## config.mk

```make
export PLATFORM = sky130hd
export DESIGN_NAME = codec_ctrl_regs
export DESIGN_NICKNAME = d
export VERILOG_FILES = /design/src/hdl/codec_ctrl_pkg.sv /design/src/hdl/mic_channel_regs.sv /design/src/hdl/codec_ctrl_regs.sv
export SDC_FILE = /design/constraint.sdc
export NUM_CORES = 1
export LEC_CHECK = 0
export BUFFER_PORTS_ARGS = -buffer_cell sky130_fd_sc_hd__buf_2
export CAP_MARGIN = 5
export CORE_MARGIN = 5
export CORE_UTILIZATION = 30
export DETAILED_ROUTE_END_ITERATION = 16
export GPL_ROUTABILITY_DRIVEN = 0
export PLACE_DENSITY = 0.62
export SYNTH_ARGS = -nofsm -noshare
export SYNTH_HDL_FRONTEND = slang
export SYNTH_SLANG_ARGS = --single-unit
export TNS_END_PERCENT = 30
```

## constraint.sdc

```tcl
create_clock -name clock -period 3.15 [get_ports clock]
set_input_delay 0.1575 -clock clock [delete_from_list [all_inputs] [get_ports clock]]
set_output_delay 0.1575 -clock clock [all_outputs]
set_load 0.02 [all_outputs]
```

## src/hdl/codec_ctrl_pkg.sv

```systemverilog
// Purpose: Constants and carriers for the codec control register bank
// Assumes: Byte-wide registers on register page 0, 8-bit addresses
// Notes: Offsets are byte addresses within page 0
package codec_ctrl_pkg;
   localparam logic [7:0] LEVEL_WATCH_CHANNELS_OFS = 8'h50;
   localparam logic [7:0] LEVEL_WATCH_THRESHOLD_OFS = 8'h51;
   localparam logic [7:0] MIC_ONE_CONTROL_OFS = 8'hb4;
   localparam logic [7:0] MIC_ONE_GAIN_OFS = 8'hb5;
   localparam logic [7:0] MIC_ONE_ROUTE_OFS = 8'hb7;
   localparam logic [7:0] MIC_TWO_CONTROL_OFS = 8'hb8;
   localparam logic [7:0] MIC_TWO_GAIN_OFS = 8'hb9;
   localparam logic [7:0] MIC_TWO_ROUTE_OFS = 8'hbb;
   localparam logic [7:0] IO_SUPPLY_RANGE_OFS = 8'he0;
   localparam logic [7:0] CORE_REGULATOR_CONTROL_OFS = 8'he1;
   localparam logic [7:0] LEVEL_WATCH_MASK_OFS = 8'h4c;

   localparam int IO_RANGE_POS = 0;
   localparam int REG_ENABLE_POS = 7;
   localparam int REG_LEVEL_LSB = 4;
   localparam int MIC_ENABLE_POS = 7;
   localparam int MIC_MUTE_POS = 6;
   localparam int LEVEL_MASK_POS = 0;

   localparam logic [3:0] CHANNELS_RESET = 4'h0;
   localparam logic [6:0] THRESHOLD_RESET = 7'h7f;
   localparam logic [2:0] GAIN_RESET = 3'h1;
   localparam logic [1:0] ROUTE_RESET = 2'h0;
   localparam logic [1:0] REG_LEVEL_RESET = 2'h0;
   localparam logic MUTE_RESET = 1'b1;
   localparam logic ENABLE_RESET = 1'b0;
   localparam logic IO_RANGE_RESET = 1'b0;
   localparam logic LEVEL_MASK_RESET = 1'b0;

   typedef struct packed {
      logic enable;
      logic mute;
      logic [2:0] gain;
      logic [1:0] route;
   } mic_ctrl_t;

   typedef struct packed {
      logic ioRange;
      logic regEnable;
      logic [1:0] regLevel;
      logic [3:0] channelEnable;
      logic [6:0] threshold;
      mic_ctrl_t micOne;
      mic_ctrl_t micTwo;
   } ctrl_out_t;
endpackage

```

## src/hdl/mic_channel_regs.sv

```systemverilog
// Purpose: Control, gain and route registers of one microphone channel
// Assumes: Write strobe and data come from the control interface clock
// Notes: Reserved bits read as zero
`timescale 1ns/10ps
module mic_channel_regs (
   input wire logic clock,
   input wire logic rst,
   input wire logic ctrlWrite,
   input wire logic gainWrite,
   input wire logic routeWrite,
   input wire logic [7:0] writeData,
   output codec_ctrl_pkg::mic_ctrl_t micCtrl,
   output logic [7:0] ctrlRead,
   output logic [7:0] gainRead,
   output logic [7:0] routeRead
);
   import codec_ctrl_pkg::*;

   logic enable_reg;
   logic mute_reg;
   logic [2:0] gain_reg;
   logic [1:0] route_reg;

   always_ff @(posedge clock or posedge rst) begin
      if (rst) begin
         enable_reg <= ENABLE_RESET;
         mute_reg <= MUTE_RESET;
      end else if (ctrlWrite) begin
         enable_reg <= writeData[MIC_ENABLE_POS];
         mute_reg <= writeData[MIC_MUTE_POS];
      end
   end

   always_ff @(posedge clock or posedge rst) begin
      if (rst) begin
         gain_reg <= GAIN_RESET;
      end else if (gainWrite) begin
         gain_reg <= writeData[2:0];
      end
   end

   always_ff @(posedge clock or posedge rst) begin
      if (rst) begin
         route_reg <= ROUTE_RESET;
      end else if (routeWrite) begin
         route_reg <= writeData[1:0];
      end
   end

   assign micCtrl = '{enable: enable_reg, mute: mute_reg, gain: gain_reg, route: route_reg};
   assign ctrlRead = {enable_reg, mute_reg, 6'h00};
   assign gainRead = {5'h00, gain_reg};
   assign routeRead = {6'h00, route_reg};
endmodule

```

## src/hdl/codec_ctrl_regs.sv

```systemverilog
// Purpose: Control register bank of the codec, register page 0
// Assumes: Control interface delivers decoded page-0 byte accesses
// Notes: Reads are combinational on regAddr
//
// How it works
// - I/O supply range bit, reset zero
// - Core regulator enable bit seven, reset zero
// - Two-bit regulator voltage select, reset zero
// - Four level watch channel enables
// - Seven-bit threshold, resets to full scale
// - Above threshold, level control enters anti-clip
// - Mic one preamp enable, reset zero
// - Mic one preamp mute, reset muted
// - Mic one gain three bits, reset 0 dB
// - Mic route select two bits, reset differential
// - Unmasked level events drive low interrupt
`timescale 1ns/10ps
module codec_ctrl_regs (
   input wire logic clock,
   input wire logic rst,
   input wire logic regWrite,
   input wire logic [7:0] regAddr,
   input wire logic [7:0] writeData,
   output logic [7:0] readData,
   output logic addrHit,
   input wire logic [3:0] levelAbove,
   input wire logic levelEvent,
   output logic antiClip,
   output logic irq_out_n,
   output codec_ctrl_pkg::ctrl_out_t ctrlOut
);
   import codec_ctrl_pkg::*;

   ////////////////////////////////////////////////////////////////////////
   // Address decode

   function automatic logic hit(input logic [7:0] a, input logic [7:0] ofs);
      hit = (a == ofs);
   endfunction

   logic ioRange_reg;
   logic regEnable_reg;
   logic [1:0] regLevel_reg;
   logic [3:0] channels_reg;
   logic [6:0] threshold_reg;
   logic levelMask_reg;
   logic [3:0] aboveSync1_reg;
   logic [3:0] aboveSync2_reg;
   logic eventSync1_reg;
   logic eventSync2_reg;
   logic antiClip_reg;
   logic irqN_reg;
   mic_ctrl_t micOne;
   mic_ctrl_t micTwo;
   logic [7:0] oneCtrlRd;
   logic [7:0] oneGainRd;
   logic [7:0] oneRouteRd;
   logic [7:0] twoCtrlRd;
   logic [7:0] twoGainRd;
   logic [7:0] twoRouteRd;

   ////////////////////////////////////////////////////////////////////////
   // Supply and regulator

   always_ff @(posedge clock or posedge rst) begin
      if (rst) begin
         ioRange_reg <= IO_RANGE_RESET;
      end else if (regWrite && hit(regAddr, IO_SUPPLY_RANGE_OFS)) begin
         ioRange_reg <= writeData[IO_RANGE_POS];
      end
   end

   // Regulator needs master bias, kept by software
   always_ff @(posedge clock or posedge rst) begin
      if (rst) begin
         regEnable_reg <= ENABLE_RESET;
         regLevel_reg <= REG_LEVEL_RESET;
      end else if (regWrite && hit(regAddr, CORE_REGULATOR_CONTROL_OFS)) begin
         regEnable_reg <= writeData[REG_ENABLE_POS];
         regLevel_reg <= writeData[REG_LEVEL_LSB +: 2];
      end
   end

   ////////////////////////////////////////////////////////////////////////
   // Level watch

   always_ff @(posedge clock or posedge rst) begin
      if (rst) begin
         channels_reg <= CHANNELS_RESET;
      end else if (regWrite && hit(regAddr, LEVEL_WATCH_CHANNELS_OFS)) begin
         channels_reg <= writeData[3:0];
      end
   end

   always_ff @(posedge clock or posedge rst) begin
      if (rst) begin
         threshold_reg <= THRESHOLD_RESET;
      end else if (regWrite && hit(regAddr, LEVEL_WATCH_THRESHOLD_OFS)) begin
         threshold_reg <= writeData[6:0];
      end
   end

   always_ff @(posedge clock or posedge rst) begin
      if (rst) begin
         levelMask_reg <= LEVEL_MASK_RESET;
      end else if (regWrite && hit(regAddr, LEVEL_WATCH_MASK_OFS)) begin
         levelMask_reg <= writeData[LEVEL_MASK_POS];
      end
   end

   // Detector flags come from the analog side
   always_ff @(posedge clock or posedge rst) begin
      if (rst) begin
         aboveSync1_reg <= 4'h0;
         aboveSync2_reg <= 4'h0;
         eventSync1_reg <= 1'b0;
         eventSync2_reg <= 1'b0;
      end else begin
         aboveSync1_reg <= levelAbove;
         aboveSync2_reg <= aboveSync1_reg;
         eventSync1_reg <= levelEvent;
         eventSync2_reg <= eventSync1_reg;
      end
   end

   // Only enabled channels steer the level control
   always_ff @(posedge clock or posedge rst) begin
      if (rst) begin
         antiClip_reg <= 1'b0;
      end else begin
         antiClip_reg <= |(aboveSync2_reg & channels_reg);
      end
   end

   always_ff @(posedge clock or posedge rst) begin
      if (rst) begin
         irqN_reg <= 1'b1;
      end else begin
         irqN_reg <= ~(eventSync2_reg & ~levelMask_reg);
      end
   end

   assign antiClip = antiClip_reg;
   assign irq_out_n = irqN_reg;

   ////////////////////////////////////////////////////////////////////////
   // Microphone channels

   mic_channel_regs micOneRegs (
      .clock(clock),
      .rst(rst),
      .ctrlWrite(regWrite && hit(regAddr, MIC_ONE_CONTROL_OFS)),
      .gainWrite(regWrite && hit(regAddr, MIC_ONE_GAIN_OFS)),
      .routeWrite(regWrite && hit(regAddr, MIC_ONE_ROUTE_OFS)),
      .writeData(writeData),
      .micCtrl(micOne),
      .ctrlRead(oneCtrlRd),
      .gainRead(oneGainRd),
      .routeRead(oneRouteRd)
   );

   mic_channel_regs micTwoRegs (
      .clock(clock),
      .rst(rst),
      .ctrlWrite(regWrite && hit(regAddr, MIC_TWO_CONTROL_OFS)),
      .gainWrite(regWrite && hit(regAddr, MIC_TWO_GAIN_OFS)),
      .routeWrite(regWrite && hit(regAddr, MIC_TWO_ROUTE_OFS)),
      .writeData(writeData),
      .micCtrl(micTwo),
      .ctrlRead(twoCtrlRd),
      .gainRead(twoGainRd),
      .routeRead(twoRouteRd)
   );

   ////////////////////////////////////////////////////////////////////////
   // Read back, reserved bits zero

   always_comb begin
      readData = 8'h00;
      addrHit = 1'b1;
      unique case (regAddr)
         IO_SUPPLY_RANGE_OFS: readData = {7'h00, ioRange_reg};
         CORE_REGULATOR_CONTROL_OFS: readData = {regEnable_reg, 1'b0, regLevel_reg, 4'h0};
         LEVEL_WATCH_CHANNELS_OFS: readData = {4'h0, channels_reg};
         LEVEL_WATCH_THRESHOLD_OFS: readData = {1'b0, threshold_reg};
         LEVEL_WATCH_MASK_OFS: readData = {7'h00, levelMask_reg};
         MIC_ONE_CONTROL_OFS: readData = oneCtrlRd;
         MIC_ONE_GAIN_OFS: readData = oneGainRd;
         MIC_ONE_ROUTE_OFS: readData = oneRouteRd;
         MIC_TWO_CONTROL_OFS: readData = twoCtrlRd;
         MIC_TWO_GAIN_OFS: readData = twoGainRd;
         MIC_TWO_ROUTE_OFS: readData = twoRouteRd;
         default: addrHit = 1'b0;
      endcase
   end

   always_comb begin
      ctrlOut.ioRange = ioRange_reg;
      ctrlOut.regEnable = regEnable_reg;
      ctrlOut.regLevel = regLevel_reg;
      ctrlOut.channelEnable = channels_reg;
      ctrlOut.threshold = threshold_reg;
      ctrlOut.micOne = micOne;
      ctrlOut.micTwo = micTwo;
   end
endmodule

```

==> run metrics, run 1 <==
Pins Over Slew Limit=0; Slew headroom=between 60% and 70%; area grow syn2layout=23.93%; Hold Crit Start=writeData[3]; worst slew pin tran=approximately 0.54 ns; PD cells=between 400 and 500 nW/um^2; CTS tree=yes; # setup viols final=0; Main synth FF type=dfrtp_1; GRT Total Usage=about 12%; Core ar.=6681 um^2; TritonRoute pass-1 iters=4; number of clock sinks=42; Antenna Violating Nets Remaining=0; asr flop ratio synth=between 90% and 100%; net count after synthesis=174; YS warnings=0; post-synth top area cell=dfrtp_1; Critical Path End Type=output pin; worst-path maximum fanout=11; Crit path required time=around 3 ns; status=complete, no violations; Starting Density=a little under a third; Bufs on Longest Clock Path=2; cts hold-fix bufs=6; Final Hold Fails=0; leak pwr=~1.3 nW; share of the synthesized area in the top cell type=37.11%; HPWL Detailed=between 3000 and 4000 um; largest vdd supply drop=roughly 0.0003 V; arrival time at the worst endpoint=between 1.5 and 2 ns; Residual DRC=0; first-pass GRT wire length=8238 um; IO Port Bufs=63; H-Tree Depth=2; Mapped Area=between 2000 and 2500 um^2; CTS Root Cell=clkbuf_8; grt ovf=0; critical path class=input port to output pin; drt total wl=5050 um; CP Launch Point=regAddr[1]; number of flip-flops in the largest register=7; f_max=545.6 MHz; Die Ht=just over 90 um; Clk pin slew, worst setup/hold paths=approximately 0.090 ns; Iter 0 DRT Violations=35; crit start category=input port; post-CTS sizing=0; ANT cells=0; post-synthesis sequential area ratio=~53%; share of cells above drive strength 1=between 50% and 60%; period utilization=58.19%; cell area after layout=between 2000 and 3000 um^2; min Tclk post-route=approximately 1.8 ns; top post-synthesis cells by count=dfrtp_1 (30), mux2_2 (24), dfstp_2 (12), nand2_1 (8); synth unique cells=37; Die Span X=slightly above 90 um; Setup Fix Bufs, Post-CTS=0; via count=~1400; Tot Pwr=1.107 mW; register bit total from synthesis=between 40 and 50; count leader, synth=dfrtp_1; placed cell areas=2350 um^2; Ports=64; MaxCap Viol Count=0; clk_lat worst skew=0.30 ns; vias in the first global route=between 1500 and 2000; Num CTS Buffers=5; Core Rows=30; setup TNS=0 ns; final net count=between 200 and 250; wire length per cell=approximately 17 um; clk_skew=~0.0034 ns; worst hold path type=input port to flop; number of synthesized flops with an enable pin=0; initial antenna violation count=0; RSZ-0062 raised after global routing=no; pin count of the biggest net entering global routing=between 40 and 50; Die ar.=approximately 8500 um^2; cell count after synthesis=150; Area contributors post-synth=dfrtp_1 (37%), dfstp_2 (16%), mux2_2 (13%); Syn Area/Cell=about 13 um^2; r2r startpoint=channels_reg[1]; vias per std cell=between 4 and 5
==> area by class of cell <==
class	instances	area, um^2
fill	675	4174
sequential	42	1066
tap	80	100.1
clock inverter	3	28.78
clock buffer	5	68.82
inverter	2	7.507
timing repair buffer	70	382.9
multi-input combinational	94	853.3
==> worst max-delay path, stage by stage <==
cell and delay [ns]:
buf_2 0.19, nor4b_4 0.41, and2_1 0.44, nor4_1 0.09, o21ai_1 0.17, buf_2 0.19
==> logic make-up (layout without fill, tap and decap cells) <==
group	after synthesis	in the layout	synth area share, %
flip-flops	42	42	52.69
buffers and inverters	14	80	5.133
AND/OR/NAND/NOR	42	42	15.34
multiplexers	32	32	19.05
AO/OA/AOI/OAI	20	20	7.792
==> stage by stage <==
stage | std cells | util [%] | hold WS, ns | worst slack [ns]
after floorplan | 150 | - | 0.1889 | 1.617
after global placement | 282 | 35.17 | 0.2648 | 1.282
after detailed placement | 282 | 35.17 | 0.2668 | 1.284
after CTS | 296 | 37.53 | 0.08967 | 1.274
after global routing | 296 | 37.53 | 0.09353 | 1.189
final | 296 | 37.53 | 0.1017 | 1.317
==> metal layers <==
layer	GRT usage (%)	part of all wire [%]	vias to the layer above
met5	0	0	-
met4	3.094	0.46	0
met3	3.938	5.9	2
met2	20.38	50	39
met1	15.31	44	701
li1	-	-	683
==> cell usage in the layout, fill, tap and decap left out, types with 2 or more instances in the layout <==
| cell type | n |
|---|---|
| nand3_2 | 2 |
| nor2_1 | 6 |
| and4bb_2 | 2 |
| and2b_1 | 2 |
| a22o_1 | 4 |
| mux2_4 | 7 |
| a22oi_1 | 7 |
| nand2_1 | 8 |
| buf_2 | 63 |
| clkbuf_8 | 5 |
| inv_1 | 2 |
| nand3_1 | 6 |
| dfrtp_1 | 30 |
| mux2_2 | 24 |
| and4b_1 | 3 |
| dlygate4sd3_1 | 6 |
| and2_0 | 2 |
| a32oi_1 | 3 |
| dfstp_2 | 12 |
==> final timing paths <==
| check | end | slack, ns | cells past startpoint |
|---|---|---|---|
| worst max-delay path | addrHit | 1.32 | 6 |
| worst min-delay path | threshold_reg[3] | 0.10 | 2 |
| worst max register to register | channels_reg[1] | 2.34 | 1 |
| worst min register to register | eventSync2_reg | 0.36 | 0 |
| max in group asynchronous | micOneRegs.gain_reg[0] | 2.24 | 4 |
| min in group asynchronous | eventSync1_reg | 0.52 | 4 |
==> where the power goes <==
group	total (mW)	internal (mW)	switching (mW)	leakage, nW
sequential	0.590	0.572	0.0183	0.516
combinational	0.137	0.0565	0.0807	0.693
clock	0.380	0.166	0.214	0.0506
(Power assumes the default switching activity.)
==> run 2, diff against run 1 <==
- clock period: 3.15 -> 1.9 ns (I/O delays scaled with it)
==> run 2 against run 1 <==
Against the previous run:
- clock skew is 0.0012 ns higher
- register-to-register slack worse by 1.2 ns
- critical path depth is 2 lower
- largest power group unchanged
==> run metrics, run 2 (same netlist as run 1, synthesis figures left out) <==
status=complete, no violations; Antenna Violating Nets Remaining=0 (unchanged); r2r startpoint=channels_reg[0]; Ports=64 (unchanged); Core ar.=6681 um^2 (unchanged); cell internal pwr=1.306 mW (+64%); setup TNS=0 ns (unchanged); Hold Crit Start=writeData[4]; worst slew pin tran=0.5351 ns (-0.005649 ns); worst path bufs/invs=1 (-1); Bufs on Longest Clock Path=2 (unchanged); post-CTS sizing=0 (unchanged); Final Hold Fails=0 (unchanged); Residual DRC=0 (unchanged); initial antenna violation count=0 (unchanged); Clk pin slew, worst setup/hold paths=0.09 ns (about the same); sw frac=27.54% (-0.74 points); Critical Path End Type=output pin; CP max stage cell=dfrtp_1; RSZ-0062 raised after global routing=no; grt ovf=0 (unchanged); critical path class=flop to output pin; crit start category=flop; Die ar.=8486 um^2 (unchanged); Iter 0 DRT Violations=50 (+43%); Clock Power Share=33.1% (-1.2 points); Core Util, Final=37.79% (+0.26 points); Die Span X=92.12 um (unchanged); most common cell after layout, fill and taps aside=buf_2; first-pass GRT wire length=8231 um (about the same); PD cells=713.9 nW/um^2 (+62%); CP max stage delay=0.41 ns (-0.03 ns); share of cells above drive strength 1=58.45% (+0.58 points); area grow syn2layout=24.80%; Core Rows=30 (unchanged); H-Tree Depth=2 (unchanged); placed cell areas=2372 um^2 (+0.96%); period utilization=84.88%; Num CTS Buffers=5 (unchanged); vias per std cell=4.876 (+1.3%); Pins Over Slew Limit=0 (unchanged); f_max=620.1 MHz; pin count of the biggest net entering global routing=43 (unchanged); clk_lat worst skew=0.30 ns (about the same); worst-path maximum fanout=3 (-8); ANT cells=0 (unchanged); Starting Density=30.28% (unchanged); most frequent cells in the layout=buf_2 (63), dfrtp_1 (30), mux2_2 (24); worst hold margin=0.03906 ns (-0.06264 ns); worst hold path type=input port to flop; # setup viols final=0 (unchanged); CTS Root Cell=clkbuf_8; cell area after layout=2525 um^2 (+0.70%); final net count=242 (+1.3%); fill count=676 (+0.15%); TritonRoute pass-1 iters=4 (unchanged); Slew headroom=64.33% (+0.38 points); largest vdd supply drop=0.0004148 V (+40%); leak pwr=1.265 nW (+0.46%); footprint of the multi-input gates=853.3 um^2 (unchanged); vias in the first global route=1573 (+1.2%); Hold Path Depth=2 (unchanged); drt total wl=4946 um (-2.1%); number of flip-flops in the largest register=7 (unchanged); worst r2r path cells=1 (unchanged); Register Area=1066 um^2 (unchanged); number of clock sinks=42 (unchanged); HPWL Detailed=3771 um (-1.9%); arrival time at the worst endpoint=1.52 ns (-0.16 ns); Die Ht=92.12 um (unchanged); CTS tree=yes; clk_skew=0.004538 ns (+0.001175 ns); via count=1458 (+2.3%); min Tclk post-route=roughly 1.6 ns; sw power=496.4 uW (+59%); sequential power share=54.2% (+0.9 points); CP Launch Point=micOneRegs.gain_reg[1]; Crit path required time=1.80 ns (-1.19 ns); family with the most delay on the worst path=compound AO/OA/AOI/OAI gates; IO Port Bufs=63 (unchanged); GRT Total Usage=12.55% (+0.31 points); MaxCap Viol Count=0 (unchanged); Logic pwr share=12.7% (+0.3 points); wire length per cell=16.54 um (-3.0%); Crit path depth=4 (-2); cells along the critical path=a221oi_1 -> a21oi_1 -> a32o_1 -> buf_2
[run 2: cell count changes in the layout (fill, tap and decap cells not counted)]
cell,before,now
inv_8,1,0
clkinv_4,1,0
buf_4,1,4
clkinvlp_4,0,2
[run 2: power by group through the flow]
stage / sequential (mW) / combinational (mW) / clock (mW)
final: 0.977 / 0.230 / 0.596
after global routing: 0.984 / 0.253 / 0.671
after CTS: 0.978 / 0.234 / 0.623
after detailed placement: 0.995 / 0.224 / 0
after global placement: 0.993 / 0.222 / 0
after floorplan: 1.02 / 0.108 / 0
[run 2: through the flow]
stage / total power, mW / setup slack [ns] / instances
3_5_place_dp: 1.219 / 0.2582 / 285
6_report: 1.802 / 0.2873 / 299
4_1_cts: 1.835 / 0.2575 / 299
2_1_floorplan: 1.129 / 0.4925 / 150
5_1_grt: 1.908 / 0.1215 / 299
3_3_place_gp: 1.216 / 0.3329 / 285
[run 2: what timing repair did]
| item | 4_1_cts | 5_1_grt |
|---|---|---|
| hold endpoints to repair | 35 | 0 |
| hold buffers | 6 | 0 |
| setup buffers | 0 | 0 |
[run 2: final cells by class]
class,instances,share of cell area [%]
multi-input cells,94,33.80
flip-flops and latches,42,42.22
repair buffers,73,16.06
well taps,80,3.964
clock buffers,5,2.725
inverters,2,0.2973
clock inverters,3,0.9415
[run 2: per-layer routing]
metal	vias to the layer above	track usage [%]	part of all wire, %
li1	687	-	-
met1	726	15.83	45
met2	40	20.50	49
met3	5	3.774	5.1
met4	0	4.084	1.1
met5	-	0	0
[run 2: final timing paths]
check	endpoint	slack, ns
max	readData[1]	0.29
min	threshold_reg[4]	0.04
max reg2reg	channels_reg[0]	1.09
min reg2reg	aboveSync2_reg[1]	0.35
max in group asynchronous	micTwoRegs.gain_reg[0]	1.07
min in group asynchronous	regLevel_reg[0]	0.46
==> run 3, diff against run 2 <==
- clock period: 1.9 -> 1.5 ns (I/O delays scaled with it)
==> run 3 against run 2 <==
Against the previous run:
- the flow now finishes with violations (setup timing)
- sequential cell count is the same
- die area unchanged
- sequential share of layout area fell by 2.0 points
- clock power grew 27%
- global-route usage decreased by 0.25 points
- sequential power is 27% higher
- utilization is 1.8 points higher
- worst setup slack got worse by 0.31 ns
- routed wire length is 4.6% higher
- highest routed layer unchanged
==> run metrics, run 3 (same netlist as run 1, synthesis figures left out) <==
sw frac=27.68% (+0.13 points); drt total wl=5173 um (+4.6%); most common cell after layout, fill and taps aside=buf_2; Hold EP=threshold_reg[4]; pin count of the biggest net entering global routing=43 (unchanged); CTS Root Cell=clkbuf_8; TritonRoute pass-1 iters=4 (unchanged); sequential power share=53.7% (-0.5 points); min Tclk post-route=roughly 1.5 ns; Num CTS Buffers=5 (unchanged); status=finished with violations; setup TNS=-0.03419 ns (-0.03419 ns); Pins Over Slew Limit=0 (unchanged); Antenna Violating Nets Remaining=0 (unchanged); largest vdd supply drop=0.0005500 V (+33%); CTS tree=yes; Die Ht=92.12 um (unchanged); grt ovf=0 (unchanged); share of cells above drive strength 1=62.28% (+3.8 points); # setup viols final=2 (+2); failing checks=setup timing; period utilization=101.7%; number of flip-flops in the largest register=7 (unchanged); clk_skew=0.002634 ns (-0.001904 ns); PD cells=871.2 nW/um^2 (+22%); Final Hold Fails=0 (unchanged); GRT Total Usage=12.30% (-0.25 points); worst-path maximum fanout=2 (-1); Crit path required time=1.42 ns (-0.38 ns); cells along the critical path=mux2_4 -> a32oi_2 -> nand3_2 -> buf_6; fill count=664 (-1.8%); CP max stage cell=dfrtp_1; area grow syn2layout=30.86%; via count=1498 (+2.7%); number of clock sinks=42 (unchanged); first-pass GRT wire length=8231 um (unchanged); Starting Density=30.28% (unchanged); Core ar.=6681 um^2 (unchanged); Bufs on Longest Clock Path=2 (unchanged); worst hold path type=input port to flop; Tot Pwr=2.306 mW (+28%); critical path class=flop to output pin; Hold Path Depth=2 (unchanged); leak pwr=1.346 nW (+6.4%); worst r2r path cells=2 (+1); Clock Power Share=32.7% (-0.4 points); Core Rows=30 (unchanged); r2r startpoint=micOneRegs.route_reg[0]; family with the most delay on the worst path=flip-flops; most frequent cells in the layout=buf_2 (61), dfrtp_1 (30), mux2_2 (23); clk_lat worst skew=0.29 ns (about the same); f_max=655.8 MHz; vias per std cell=4.864 (-0.26%); Logic pwr share=13.6% (+0.9 points); wire length per cell=16.80 um (+1.5%); crit start category=flop; R2R setup slack=0.59 ns (-0.50 ns); worst slew pin tran=0.5425 ns (+0.007451 ns); Critical Path End Type=output pin; ANT cells=0 (unchanged); Iter 0 DRT Violations=74 (+48%); Die ar.=8486 um^2 (unchanged); Ports=64 (unchanged); pre-CTS setup slack=0.05605 ns (-0.2021 ns); final net count=251 (+3.7%); RSZ-0062 raised after global routing=yes; Core Util, Final=39.63% (+1.8 points); arrival time at the worst endpoint=1.45 ns (-0.07 ns); Clk pin slew, worst setup/hold paths=0.09 ns (about the same); H-Tree Depth=2 (unchanged); HPWL Detailed=3907 um (+3.6%); MaxCap Viol Count=0 (unchanged); sw power=638.3 uW (+29%); worst path bufs/invs=1 (unchanged); cell internal pwr=1.668 mW (+28%); Hold Crit Start=writeData[4]; initial antenna violation count=0 (unchanged); vias in the first global route=1574 (+0.064%); Slew headroom=63.83% (-0.50 points); Residual DRC=0 (unchanged); CP max stage delay=0.41 ns (about the same); IO Port Bufs=63 (unchanged); min setup slack post-route=-0.02479 ns (-0.3121 ns); Die Span X=92.12 um (unchanged); reg2reg end=micOneRegs.route_reg[0]
[run 3: routing by layer]
| metal | up-vias | GRT usage [%] | share of wire, % |
|---|---|---|---|
| met5 | - | 0 | 0 |
| met4 | 0 | 2.970 | 0.39 |
| met3 | 3 | 3.610 | 5.4 |
| met2 | 45 | 20.13 | 49 |
| met1 | 742 | 15.98 | 45 |
| li1 | 708 | - | - |
[run 3: layout make-up]
class                      instances  area (um^2)  share of cell area (%)
tap                               80        100.1                   3.781
multi-input combinational         94        883.3                   33.36
timing repair buffer              82        498.0                   18.81
inverter                           2        7.507                  0.2836
sequential                        42         1066                   40.26
clock buffer                       5        68.82                   2.599
clock inverter                     3        23.77                  0.8979
[run 3: worst register-to-register path: stages (launching register included)]
cell     delay (ns)
dfrtp_1        0.41
buf_4          0.14
mux2_2         0.25
[run 3: worst max path at each step]
stage,to,cells past startpoint,start,slack (ns)
after floorplan,readData[2],5,regAddr[6],0.13
after global placement,addrHit,7,regAddr[3],0.07
after detailed placement,addrHit,7,regAddr[4],0.06
after CTS,readData[0],4,micOneRegs.route_reg[0],-0.03
after global routing,readData[0],4,micOneRegs.route_reg[0],-0.1
final,readData[0],4,micOneRegs.route_reg[0],-0.02
[run 3: per-stage QoR]
stage | std cells | hold WS [ns] | area (um^2)
2_1_floorplan | 150 | 0.1064 | 2023
4_1_cts | 308 | 0.01316 | 2611
3_5_place_dp | 291 | 0.1843 | 2430
5_1_grt | 308 | 0.005037 | 2648
3_3_place_gp | 291 | 0.1824 | 2430
6_report | 308 | 0.02437 | 2648
[run 3: power by group through the flow]
stage	clock [mW]	combinational, mW	sequential (mW)
floorplan	0	0.136	1.29
global placement	0	0.289	1.26
detailed placement	0	0.293	1.26
CTS	0.788	0.314	1.24
global route	0.837	0.340	1.25
finish	0.755	0.313	1.24
[run 3: what timing repair did]
item	4_1_cts	5_1_grt
hold buffers	6	0
gates resized for setup	1	10
endpoints found under the setup margin	2	3
cloned	0	0
buffers inserted	3	0
pin swaps	0	4
hold endpoints to repair	35	0
